===== src/common/map_lock_pkg.sv =====
`default_nettype none

package map_lock_pkg;

	// Register addresses as printed (4-bit address field of the serial frame)
	localparam logic [3:0] GEN_SELECT_ADDR = 4'h9;
	localparam logic [3:0] LOCK_CFG_ADDR   = 4'ha;

	// Reset values
	localparam logic [7:0] GEN_SELECT_RST  = 8'h00;
	localparam logic [7:0] LOCK_CFG_RST    = 8'h60;

	// Lock field position and codes
	localparam int         LOCK_LSB        = 5;
	localparam int         LOCK_MSB        = 7;
	localparam logic [2:0] LOCK_CODE       = 3'h6;
	localparam logic [2:0] UNLOCK_CODE     = 3'h3;

	// Other field positions in the lock and diagnosis register
	localparam int         WARN_BIT        = 2;
	localparam int         OL_WAIT_BIT     = 1;
	localparam int         EDGE_BIT        = 0;

	// Open-load wait times in ns and the clock period in ns
	localparam int         CLK_PERIOD_NS   = 5;
	localparam int         OL_WAIT_SHORT_NS = 58000;
	localparam int         OL_WAIT_LONG_NS  = 80000;
	localparam int         OL_WAIT_SHORT_CYC = OL_WAIT_SHORT_NS / CLK_PERIOD_NS;
	localparam int         OL_WAIT_LONG_CYC  = OL_WAIT_LONG_NS / CLK_PERIOD_NS;
	localparam int         OL_CNT_W        = 15;

	// One register write from the serial frame decoder
	typedef struct packed {
		logic       valid;
		logic [3:0] addr;
		logic [7:0] data;
	} reg_write_t;

	typedef enum logic {
		GEN_ZERO,
		GEN_ONE
	} gen_choice_t;

endpackage : map_lock_pkg

`default_nettype wire


===== src/rtl/openload_wait_timer.sv =====
`timescale 1ns/1ps
`default_nettype none

// Counts the open-load wait before the diagnosis mux may switch
module openload_wait_timer
	import map_lock_pkg::*;
#(
	parameter int SHORT_CYC = OL_WAIT_SHORT_CYC,
	parameter int LONG_CYC  = OL_WAIT_LONG_CYC
) (
	input  wire logic core_clk_i,
	input  wire logic sys_rst_i,
	input  wire logic start_i,
	input  wire logic long_sel_i,
	output logic      expired_o
);

	initial begin
		if (SHORT_CYC < 1 || LONG_CYC < SHORT_CYC || LONG_CYC >= (1 << OL_CNT_W))
			$error("openload_wait_timer: bad cycle counts");
	end

	logic [OL_CNT_W-1:0] count_reg;
	logic                running_reg;
	logic [OL_CNT_W-1:0] limit;

	assign limit = long_sel_i ? OL_CNT_W'(LONG_CYC - 1) : OL_CNT_W'(SHORT_CYC - 1);

	always_ff @(posedge core_clk_i or posedge sys_rst_i) begin
		if (sys_rst_i) begin
			count_reg   <= '0;
			running_reg <= 1'b0;
			expired_o   <= 1'b0;
		end else if (start_i) begin
			count_reg   <= '0;
			running_reg <= 1'b1;
			expired_o   <= 1'b0;
		end else if (running_reg) begin
			if (count_reg >= limit) begin
				running_reg <= 1'b0;
				expired_o   <= 1'b1;
			end else begin
				count_reg <= count_reg + OL_CNT_W'(1);
			end
		end
	end

endmodule // openload_wait_timer

`default_nettype wire


===== src/rtl/pwm_map_and_config_lock_regs.sv =====
// Contract
// RL1 - Each output selects generator zero on bit 0, generator one on bit 1.
// RL2 - Host also enables per-output PWM, else selection has no effect.
// RL3 - Writing lock code 110b to the lock field locks the device.
// RL4 - Locked: ignore all writes except lock field and clear bits.
// RL5 - Unlocked: lock codes other than 110b leave state unchanged.
// RL6 - Writing 011b unlocks; all register writes accepted again.
// RL7 - Locked: codes other than 011b keep the device locked.
// RL8 - Bit 2 reports read-only overheat warning; zero at reset, one after event.
// RL9 - Wait select picks 58 us (0, reset) or 80 us (1) open-load wait.
// RL10 - Bit 0 picks edge rate 1.3 V/us (0, reset) or 3 V/us (1).
// RL11 - Reset leaves lock field at unlock code, device unlocked.
`timescale 1ns/1ps
`default_nettype none

module pwm_map_and_config_lock_regs
	import map_lock_pkg::*;
#(
	parameter int N_OUT        = 8,
	parameter int OL_SHORT_CYC = OL_WAIT_SHORT_CYC,
	parameter int OL_LONG_CYC  = OL_WAIT_LONG_CYC
) (
	input  wire logic             core_clk_i,
	input  wire logic             sys_rst_i,
	input  wire reg_write_t       wr_i,
	input  wire logic [3:0]       rd_addr_i,
	input  wire logic             overheat_event_i,
	input  wire logic             overheat_clear_i,
	input  wire logic             ol_start_i,
	input  wire logic [N_OUT-1:0] pwm_out_en_i,
	input  wire logic             pwm_gen0_i,
	input  wire logic             pwm_gen1_i,
	output logic [7:0]            rd_data_o,
	output logic [N_OUT-1:0]      gen_select_o,
	output logic [N_OUT-1:0]      pwm_drive_o,
	output logic                  locked_o,
	output logic                  overheat_warning_flag_o,
	output logic                  openload_wait_select_o,
	output logic                  edge_rate_select_o,
	output logic                  ol_mux_go_o
);

	initial begin
		if (N_OUT != 8)
			$error("pwm_map_and_config_lock_regs: N_OUT must be 8");
	end

	logic       ovh_s1_reg;
	logic       ovh_s2_reg;
	logic       wr_gen;
	logic       wr_cfg;
	logic [2:0] lock_field;
	logic       ol_expired;
	logic [7:0] cfg_view;

	// Selects one generator per output
	function automatic logic pick_gen(input logic sel, input logic g0, input logic g1);
		return (gen_choice_t'(sel) == GEN_ONE) ? g1 : g0;
	endfunction

	assign wr_gen     = wr_i.valid && wr_i.addr == GEN_SELECT_ADDR;
	assign wr_cfg     = wr_i.valid && wr_i.addr == LOCK_CFG_ADDR;
	assign lock_field = wr_i.data[LOCK_MSB:LOCK_LSB];

	// Overheat event comes from the analog side: synchronise first
	always_ff @(posedge core_clk_i or posedge sys_rst_i) begin
		if (sys_rst_i) begin
			ovh_s1_reg <= 1'b0;
			ovh_s2_reg <= 1'b0;
		end else begin
			ovh_s1_reg <= overheat_event_i;
			ovh_s2_reg <= ovh_s1_reg;
		end
	end

	// RL3 RL5 RL6 RL7 RL11 lock state
	always_ff @(posedge core_clk_i or posedge sys_rst_i) begin
		if (sys_rst_i) begin
			locked_o <= 1'b0;
		end else if (wr_cfg) begin
			if (!locked_o && lock_field == LOCK_CODE)
				locked_o <= 1'b1;
			else if (locked_o && lock_field == UNLOCK_CODE)
				locked_o <= 1'b0;
		end
	end

	// RL1 RL4 selector bits, frozen while locked
	always_ff @(posedge core_clk_i or posedge sys_rst_i) begin
		if (sys_rst_i)
			gen_select_o <= GEN_SELECT_RST;
		else if (wr_gen && !locked_o)
			gen_select_o <= wr_i.data;
	end

	// RL4 RL9 RL10 config bits, frozen while locked
	always_ff @(posedge core_clk_i or posedge sys_rst_i) begin
		if (sys_rst_i) begin
			openload_wait_select_o <= LOCK_CFG_RST[OL_WAIT_BIT];
			edge_rate_select_o     <= LOCK_CFG_RST[EDGE_BIT];
		end else if (wr_cfg && !locked_o) begin
			openload_wait_select_o <= wr_i.data[OL_WAIT_BIT];
			edge_rate_select_o     <= wr_i.data[EDGE_BIT];
		end
	end

	// RL8 sticky warning; a new event wins over a clear
	always_ff @(posedge core_clk_i or posedge sys_rst_i) begin
		if (sys_rst_i)
			overheat_warning_flag_o <= LOCK_CFG_RST[WARN_BIT];
		else if (ovh_s2_reg)
			overheat_warning_flag_o <= 1'b1;
		else if (overheat_clear_i)
			overheat_warning_flag_o <= 1'b0;
	end

	// RL1 RL2 output routing
	always_ff @(posedge core_clk_i or posedge sys_rst_i) begin
		if (sys_rst_i) begin
			pwm_drive_o <= '0;
		end else begin
			for (int i = 0; i < N_OUT; i++)
				pwm_drive_o[i] <= pwm_out_en_i[i] && pick_gen(gen_select_o[i], pwm_gen0_i, pwm_gen1_i);
		end
	end

	// Lock field reads back the code that matches the state
	assign cfg_view = {locked_o ? LOCK_CODE : UNLOCK_CODE, 2'b00,
		overheat_warning_flag_o, openload_wait_select_o, edge_rate_select_o};

	always_ff @(posedge core_clk_i or posedge sys_rst_i) begin
		if (sys_rst_i)
			rd_data_o <= 8'h00;
		else if (rd_addr_i == GEN_SELECT_ADDR)
			rd_data_o <= gen_select_o;
		else if (rd_addr_i == LOCK_CFG_ADDR)
			rd_data_o <= cfg_view;
		else
			rd_data_o <= 8'h00;
	end

	// RL9 wait timer
	openload_wait_timer #(
		.SHORT_CYC(OL_SHORT_CYC),
		.LONG_CYC (OL_LONG_CYC)
	) u_ol_timer (
		.core_clk_i(core_clk_i),
		.sys_rst_i (sys_rst_i),
		.start_i   (ol_start_i),
		.long_sel_i(openload_wait_select_o),
		.expired_o (ol_expired)
	);

	always_ff @(posedge core_clk_i or posedge sys_rst_i) begin
		if (sys_rst_i)
			ol_mux_go_o <= 1'b0;
		else
			ol_mux_go_o <= ol_expired;
	end

	// Lock enters on code 110b when unlocked
	lock_enter_a: assert property (@(posedge core_clk_i) disable iff (sys_rst_i) // RL3
		(wr_cfg && !locked_o && lock_field == LOCK_CODE) |=> locked_o)
		else $error("lock not entered");

	other_code_unlocked_a: assert property (@(posedge core_clk_i) disable iff (sys_rst_i) // RL5
		(wr_cfg && !locked_o && lock_field != LOCK_CODE) |=> !locked_o)
		else $error("lock entered on wrong code");

	lock_leave_a: assert property (@(posedge core_clk_i) disable iff (sys_rst_i) // RL6
		(wr_cfg && locked_o && lock_field == UNLOCK_CODE) |=> !locked_o)
		else $error("unlock failed");

	stay_locked_a: assert property (@(posedge core_clk_i) disable iff (sys_rst_i) // RL7
		(wr_cfg && locked_o && lock_field != UNLOCK_CODE) |=> locked_o)
		else $error("lock left on wrong code");

	map_frozen_a: assert property (@(posedge core_clk_i) disable iff (sys_rst_i) // RL4
		locked_o |=> $stable(gen_select_o) && $stable(edge_rate_select_o) && $stable(openload_wait_select_o))
		else $error("write accepted while locked");

	map_write_a: assert property (@(posedge core_clk_i) disable iff (sys_rst_i) // RL1
		(wr_gen && !locked_o) |=> gen_select_o == $past(wr_i.data))
		else $error("selector write lost");

	route_gen_a: assert property (@(posedge core_clk_i) disable iff (sys_rst_i) // RL1
		(pwm_out_en_i[0] && !gen_select_o[0]) |=> pwm_drive_o[0] == $past(pwm_gen0_i))
		else $error("output 0 not on generator zero");

	warn_sticky_a: assert property (@(posedge core_clk_i) disable iff (sys_rst_i) // RL8
		ovh_s2_reg |=> overheat_warning_flag_o)
		else $error("warning flag not set");

	// A clear may follow the event at once, so holding is checked apart from setting
	warn_hold_a: assert property (@(posedge core_clk_i) disable iff (sys_rst_i) // RL8
		(overheat_warning_flag_o && !overheat_clear_i) |=> overheat_warning_flag_o)
		else $error("warning flag dropped without clear");

	lock_readback_a: assert property (@(posedge core_clk_i) disable iff (sys_rst_i) // RL11
		(rd_addr_i == LOCK_CFG_ADDR) |=>
		rd_data_o[LOCK_MSB:LOCK_LSB] == ($past(locked_o) ? LOCK_CODE : UNLOCK_CODE))
		else $error("lock field read back wrong");

	ol_restart_a: assert property (@(posedge core_clk_i) disable iff (sys_rst_i) // RL9
		ol_start_i |=> ##1 !ol_mux_go_o)
		else $error("open-load wait not restarted");

	edge_write_a: assert property (@(posedge core_clk_i) disable iff (sys_rst_i) // RL10
		(wr_cfg && !locked_o) |=> edge_rate_select_o == $past(wr_i.data[EDGE_BIT]))
		else $error("edge rate write lost");

	reset_unlocked_a: assert property (@(posedge core_clk_i) // RL11
		$fell(sys_rst_i) |-> !locked_o && rd_data_o == 8'h00)
		else $error("not unlocked after reset");

	lock_seen_c: cover property (@(posedge core_clk_i) disable iff (sys_rst_i) $rose(locked_o));
	unlock_seen_c: cover property (@(posedge core_clk_i) disable iff (sys_rst_i) $fell(locked_o));
	warn_seen_c: cover property (@(posedge core_clk_i) disable iff (sys_rst_i) $rose(overheat_warning_flag_o));
	ol_go_c: cover property (@(posedge core_clk_i) disable iff (sys_rst_i) $rose(ol_mux_go_o));
	locked_write_c: cover property (@(posedge core_clk_i) disable iff (sys_rst_i) wr_cfg && locked_o);

endmodule // pwm_map_and_config_lock_regs

`default_nettype wire


===== config.mk =====
export PLATFORM = sky130hd
export DESIGN_NAME = pwm_map_and_config_lock_regs
export DESIGN_NICKNAME = d
export VERILOG_FILES = /design/src/common/map_lock_pkg.sv /design/src/rtl/openload_wait_timer.sv /design/src/rtl/pwm_map_and_config_lock_regs.sv
export SDC_FILE = /design/constraint.sdc
export NUM_CORES = 1
export LEC_CHECK = 0
export ABC_AREA = 1
export BUFFER_PORTS_ARGS = -buffer_cell sky130_fd_sc_hd__clkbuf_2
export CORE_MARGIN = 3
export CORE_UTILIZATION = 57
export CTS_CLUSTER_SIZE = 24
export DETAILED_ROUTE_END_ITERATION = 12
export PLACE_DENSITY_LB_ADDON = 0.05
export SLEW_MARGIN = 20
export SYNTH_ARGS = -nofsm -noshare
export SYNTH_HDL_FRONTEND = slang
export SYNTH_HIERARCHICAL = 1
export SYNTH_SLANG_ARGS = --single-unit

===== constraint.sdc =====
create_clock -name core_clk_i -period 3.4 [get_ports core_clk_i]
set_input_delay 0.85 -clock core_clk_i [delete_from_list [all_inputs] [get_ports core_clk_i]]
set_output_delay 0.85 -clock core_clk_i [all_outputs]
set_load 0.05 [all_outputs]

==> results.ini, run 1 <==
[min_path]
hold_class=register to register

[logic_synthesis]
synthArstFlopShare_pct=100
syn_avg_cell_area_sq_um=8.11
yosysUniqueCellTypes=28
synth_most_common_cell=nand2_1
synth_nets=341
synth.yosys.seq_area_share_pct=48.9
netlist_top_cells_count=nand2_1, dfrtp_1, inv_1
syn_inst=303
synthTopCellsByArea=dfrtp_1, nand2_1, inv_1
yosys.area.top_type=dfrtp_1
ys.flop_type=dfrtp_1
yosys.area.top_type_share_pct=48.9
synth_edf_count=0
syn_area_sq_um=2460
yosysWarnings=6
synth-seq-cells=48

[route]
wire_per_inst_um=12.3
drt_wl_total_um=5150
num_vias=2130
ant_nets=0
first_pass_iters=4
drt_iter0_drc=99
drc=0
vias_per_cell=5.10

[cts]
clockBufferDepth=2
cts_max_level=2
cts-resized-gates=0
cts_made_buffers=5
cts_hold_buf=0
cts_setup_buffers=0
cts_root_buffer=clkbuf_8
cts_num_sinks=48
insertion_delay_ns=0.30
clk_pin_slew_ns=0.08
cts_tree=done

[timing]
holdWs_ns=0.358
hold_viol=0
fin_tns_setup_ns=0
clock_skew_ns=0.00686
setup_viol=0
worst_slack_ns=1.48
rsz0062_at_grt=false
max_freq_ghz=0.522
slew_violations=0
tightest_slew_ns=0.640
slew-limit-headroom_pct=57.3
fin_crit_sh_pct=56.4
finalCriticalPeriod_ns=1.92

[setup_path]
crit_chain=inv_1 -> ha_1 -> nand3_1 -> nor2_1 -> a21oi_2 -> nand3_4 -> nand2_2 -> nand2_1 -> nand2_1
critPathMaxFanout=17
r2r_setup_slack_ns=1.48
critPathMaxStageDelay_ns=0.42
cp-end-kind=register
crit_path_frequent_cell=nand2_1
worstSetupStartpointType=register
crit_buf_inv=1
cp_slowest_cell=dfrtp_1
cp_top_family=simple AND/OR/NAND/NOR gates
crit_required_ns=3.64
critPathArrivalTime_ns=2.15
crit_type=register to register

[placed_design]
dp.cells=410
port_buffers=60
dp_hpwl_um=3830
finalWeightedCongestion=0.804
place_ws_ns=1.51
dpl_cell_area_sq_um=2800

[run_status]
status=finished clean

[power_and_ir_drop]
power_leakage_nw=1.62
p_clk_share_pct=29.3
total_power_mw=1.36
ir_drop_uv=265
power.internal_uw=908
switchingPower_uw=455
pwr-share-seq_pct=48.0
switching_share_pct=33.4
power_frac_comb_pct=22.7
powerDensity_nw_per_um2=469

[finish]
fin_cells=418
n_antenna_cell=0
stdcell_area_sq_um=2910
largest_reg_flops=15
drive_above_1_share_pct=25.8
syn2layout_area_growth_pct=18.2
fin_nets=405
utilization_pct=71.1

[job]
maxCapViolCount=0

[floorplan]
die_x_um=71.7
rows=23
core_area_sq_um=4090
die_h_um=71.7
io_pins=61
start_util_pct=60.2
die_area_sq_um=5140

[global_routing]
grt_usage_pct=22.0
grt_pass1_wl_um=8960
grt_max_degree=32
grt_overflow_total=0
antenna_found_initial=0
grt_pass1_vias=2008

[layer usage]
metal | track usage (%) | wire, um | up-vias
li1 | - | - | 1090
met5 | 0 | 0 | -
met4 | 7.93 | 74 | 0
met3 | 3.51 | 321 | 8
met2 | 35.9 | 2400 | 78
met1 | 29.9 | 2360 | 954
[cell usage in the layout (no fill, tap or decap)]
cell type | netlist | routed
nand4_1 | 2 | 2
nor3_1 | 2 | 2
a22oi_1 | 1 | 1
ha_1 | 6 | 6
xnor2_1 | 1 | 1
nand3_4 | 1 | 1
nor2_2 | 4 | 4
xor2_1 | 4 | 4
nand3_1 | 26 | 26
inv_1 | 35 | 35
o21ai_2 | 8 | 8
nor3_2 | 2 | 2
buf_4 | 0 | 1
inv_2 | 3 | 3
nand2_2 | 5 | 5
a21oi_2 | 1 | 1
nor2_1 | 25 | 25
a211oi_1 | 1 | 1
clkbuf_8 | 0 | 5
nor2_4 | 2 | 2
clkinv_2 | 0 | 1
nand2_1 | 97 | 97
a21oi_1 | 14 | 14
nor3b_1 | 1 | 1
nand3b_4 | 1 | 1
o21bai_1 | 1 | 1
dfrtp_1 | 48 | 48
clkbuf_1 | 1 | 1
clkbuf_2 | 0 | 60
o21ai_0 | 8 | 8
bufinv_16 | 0 | 1
[power by group through the flow]
stage	logic, mW	registers (mW)	clock network, mW
2_1_floorplan	0.0874	0.803	0
6_report	0.309	0.654	0.399
5_1_grt	0.334	0.662	0.435
3_3_place_gp	0.308	0.665	0
4_1_cts	0.314	0.655	0.412
3_5_place_dp	0.313	0.667	0
[cell families after synthesis]
family | Yosys count | share of synthesized area (%)
buffers and inverters | 42 | 7.02
DFF | 48 | 48.9
and+or+nand+nor | 168 | 30.7
adders and majority gates | 6 | 3.05
AOI/OAI and AO/OA | 34 | 8.60
xor gates and xnor gates | 5 | 1.78
[area by class of cell]
cell class | count | area, sq um
clock buffer | 6 | 72.6
tap | 50 | 62.6
timing repair buffer | 61 | 308
sequential | 48 | 1200
fill | 338 | 1180
clock inverter | 2 | 35.0
multi-input combinational | 213 | 1080
inverter | 38 | 143
[path summary, 6_finish.rpt]
check | from | end | depth (start not counted)
worst max-delay path | openload_wait_select_o | u_ol_timer/count_reg[6] | 9
worst min-delay path | ovh_s1_reg | ovh_s2_reg | 0
worst max register to register | openload_wait_select_o | u_ol_timer/count_reg[6] | 9
worst min register to register | ovh_s1_reg | ovh_s2_reg | 0
max in group asynchronous | sys_rst_i | u_ol_timer/count_reg[13] | 2
min in group asynchronous | sys_rst_i | overheat_warning_flag_o | 3
(Power assumes the default switching activity.)
==> inputs of run 2 (changes only) <==
--- a/config.mk
+++ b/config.mk
@@ -8,7 +8,7 @@
 export ABC_AREA = 1
 export BUFFER_PORTS_ARGS = -buffer_cell sky130_fd_sc_hd__clkbuf_2
 export CORE_MARGIN = 3
-export CORE_UTILIZATION = 57
+export CORE_UTILIZATION = 53
 export CTS_CLUSTER_SIZE = 24
 export DETAILED_ROUTE_END_ITERATION = 12
 export PLACE_DENSITY_LB_ADDON = 0.05
==> constraint.sdc (replaced) <==
create_clock -name core_clk_i -period 1.8 [get_ports core_clk_i]
set_input_delay 0.45 -clock core_clk_i [delete_from_list [all_inputs] [get_ports core_clk_i]]
set_output_delay 0.45 -clock core_clk_i [all_outputs]
set_load 0.05 [all_outputs]
==> run 2 against run 1 <==
Compared with the run above: setup slack worse by 1.5 ns; clock skew fell by 0.0021 ns; die area up 6.9%; sequential power grew 90%; routed wire length grew 13%; flip-flop and latch count stayed put; register-to-register slack got worse by 1.5 ns; largest cell class is now multi-input gates; clock power up 70%; combinational power is 110% higher; largest power group unchanged; sequential share of layout area is 3.3 points lower; critical endpoint is now u_ol_timer/count_reg[12].
==> results.ini, run 2 (synthesis results as in run 1) <==
[finish]
fin_nets=420  ; +3.7%
syn2layout_area_growth_pct=28.6
layout_commonest_cell=nand2_1
stdcell_area_sq_um=3160  ; +8.8%
final.fill_count=371  ; +9.8%
final_cell_mix=nand2_1, clkbuf_2, dfrtp_1
largest_reg_flops=15  ; unchanged
n_antenna_cell=0  ; unchanged
drive_above_1_share_pct=34.2  ; +8.4 points

[floorplan]
start_util_pct=55.7  ; -4.5 points
die_area_sq_um=5490  ; +6.9%
die_x_um=74.1  ; +3.4%
io_pins=61  ; unchanged
rows=24  ; +4.3%
core_area_sq_um=4410  ; +8.0%
die_h_um=74.1  ; +3.4%

[placed_design]
finalWeightedCongestion=0.859  ; +6.8%
dpl_cell_area_sq_um=2880  ; +2.7%
place_ws_ns=-0.0163  ; -1.53 ns
dp_hpwl_um=4050  ; +5.7%
port_buffers=60  ; unchanged

[power_and_ir_drop]
powerDensity_nw_per_um2=809  ; +72%
ir_drop_uv=679  ; +160%
power_leakage_nw=1.75  ; +8.2%

[cts]
cts_num_sinks=48  ; unchanged
cts_made_buffers=5  ; unchanged
cts_tree=done
clockBufferDepth=2  ; unchanged
insertion_delay_ns=0.30  ; about the same
cts_max_level=2  ; unchanged
cts_root_buffer=clkbuf_8
clk_pin_slew_ns=0.09  ; about the same

[run_status]
status=finished clean

[route]
drt_iter0_drc=115  ; +16%
ant_nets=0  ; unchanged
vias_per_cell=5.23  ; +2.6%
first_pass_iters=4  ; unchanged
num_vias=2275  ; +6.8%
wire_per_inst_um=13.4  ; +8.5%
drc=0  ; unchanged
drt_wl_total_um=5810  ; +13%

[timing]
holdWs_ns=0.119  ; -0.238 ns
slew_violations=0  ; unchanged
finalCriticalPeriod_ns=1.77  ; -0.148 ns
slew-limit-headroom_pct=53.8  ; -3.5 points
fin_crit_sh_pct=98.2  ; +42 points
clock_skew_ns=0.00480  ; -0.00206 ns
tightest_slew_ns=0.693  ; +0.0523 ns
rsz0062_at_grt=true
worst_slack_ns=0.0315  ; -1.45 ns
setup_viol=0  ; unchanged
max_freq_ghz=0.565  ; +8.4%
hold_viol=0  ; unchanged

[global_routing]
antenna_found_initial=0  ; unchanged
grt_pass1_wl_um=9010  ; +0.61%
grt_max_degree=22  ; -31%
grt_usage_pct=21.3  ; -0.70 points
grt_overflow_total=0  ; unchanged
grt_pass1_vias=1915  ; -4.6%

[setup_path]
crit_buf_inv=2  ; +1
cp-end-kind=register
crit_path_frequent_cell=nand3_2
crit_chain=inv_4 -> ha_1 -> nand3_2 -> nor2_1 -> a21oi_4 -> buf_4 -> nand3_2 -> nand3_1 -> nand2_1
critPathMaxStageDelay_ns=0.44  ; +0.02 ns
worstSetupStartpointType=register
crit_required_ns=1.99  ; -1.65 ns
crit_type=register to register
cp_top_family=simple AND/OR/NAND/NOR gates
critPathArrivalTime_ns=1.96  ; -0.19 ns
cp_slowest_cell=dfrtp_2
critPathMaxFanout=4  ; -13

[min_path]
hold_class=primary input to asynchronous set/reset pin

[job]
maxCapViolCount=0  ; unchanged

## run 2: cell types whose count changed in the layout (fill, tap and decap cells not counted), moves of 2 or more
cell and delta:
buf_4 +11, ha_1 -3, ha_4 +3, inv_1 -2
inv_4 +2, nand2_1 -13, nand2_2 +10, nand2_4 +3
nand3_2 +2
## run 2: what timing repair did
item | CTS | global route
endpoints found under the setup margin | 9 | 16
gates cloned | 0 | 3
hold buffers | 0 | 0
resized for setup | 1 | 27
buffers inserted | 0 | 4
pin swaps | 0 | 7
## run 2: where the power goes
part	internal, mW	switching (mW)	total [mW]
registers	1.16	0.0779	1.24
logic	0.171	0.469	0.639
clock network	0.315	0.363	0.678
## run 2: final cells by class
class                   instances  area [sq um]  share of cell area, %
multi-input cells             216          1240                   39.3
inverters                      38           148                   4.67
repair buffers                 73           410                   13.0
clock inverters                 1          8.76                  0.277
flip-flops and latches         48          1200                   38.0
clock buffers                   7          86.3                   2.73
well taps                      52          65.1                   2.06
## run 2: path summary, 6_finish.rpt
path	from	depth (start not counted)	slack [ns]	end
setup / recovery	openload_wait_select_o	9	0.03	u_ol_timer/count_reg[12]
hold / removal	sys_rst_i	2	0.12	pwm_drive_o[2]
setup reg to reg	openload_wait_select_o	9	0.03	u_ol_timer/count_reg[12]
hold reg to reg	ovh_s1_reg	0	0.36	ovh_s2_reg
max in group asynchronous	sys_rst_i	2	1.12	u_ol_timer/count_reg[5]
min in group core_clk_i	overheat_event_i	1	0.25	ovh_s1_reg
## run 2: per-stage QoR
step / power, mW / setup TNS (ns) / util (%) / instances
2_1_floorplan: 1.68 / 0 / - / 303
3_3_place_gp: 1.85 / 0 / 65.1 / 420
3_5_place_dp: 1.86 / -0.0295 / 65.1 / 420
4_1_cts: 2.53 / 0 / 67.4 / 428
5_1_grt: 2.68 / -0.639 / 71.6 / 435
6_report: 2.56 / 0 / 71.6 / 435
## run 2: per-layer routing
| layer | global-route usage [%] | wire (um) | vias to the layer above |
|---|---|---|---|
| met5 | 0 | 0 | - |
| li1 | - | - | 1118 |
| met3 | 4.46 | 377 | 8 |
| met1 | 30.3 | 2610 | 1073 |
| met4 | 6.04 | 77 | 0 |
| met2 | 33.2 | 2750 | 76 |
## run 2: worst register-to-register path, cell delays in order (launching register included)
cell     delay (ns)
dfrtp_2        0.44
inv_4          0.07
ha_1           0.32
nand3_2        0.11
nor2_1         0.08
a21oi_4        0.20
buf_4          0.15
nand3_2        0.13
nand3_1        0.12
nand2_1        0.06
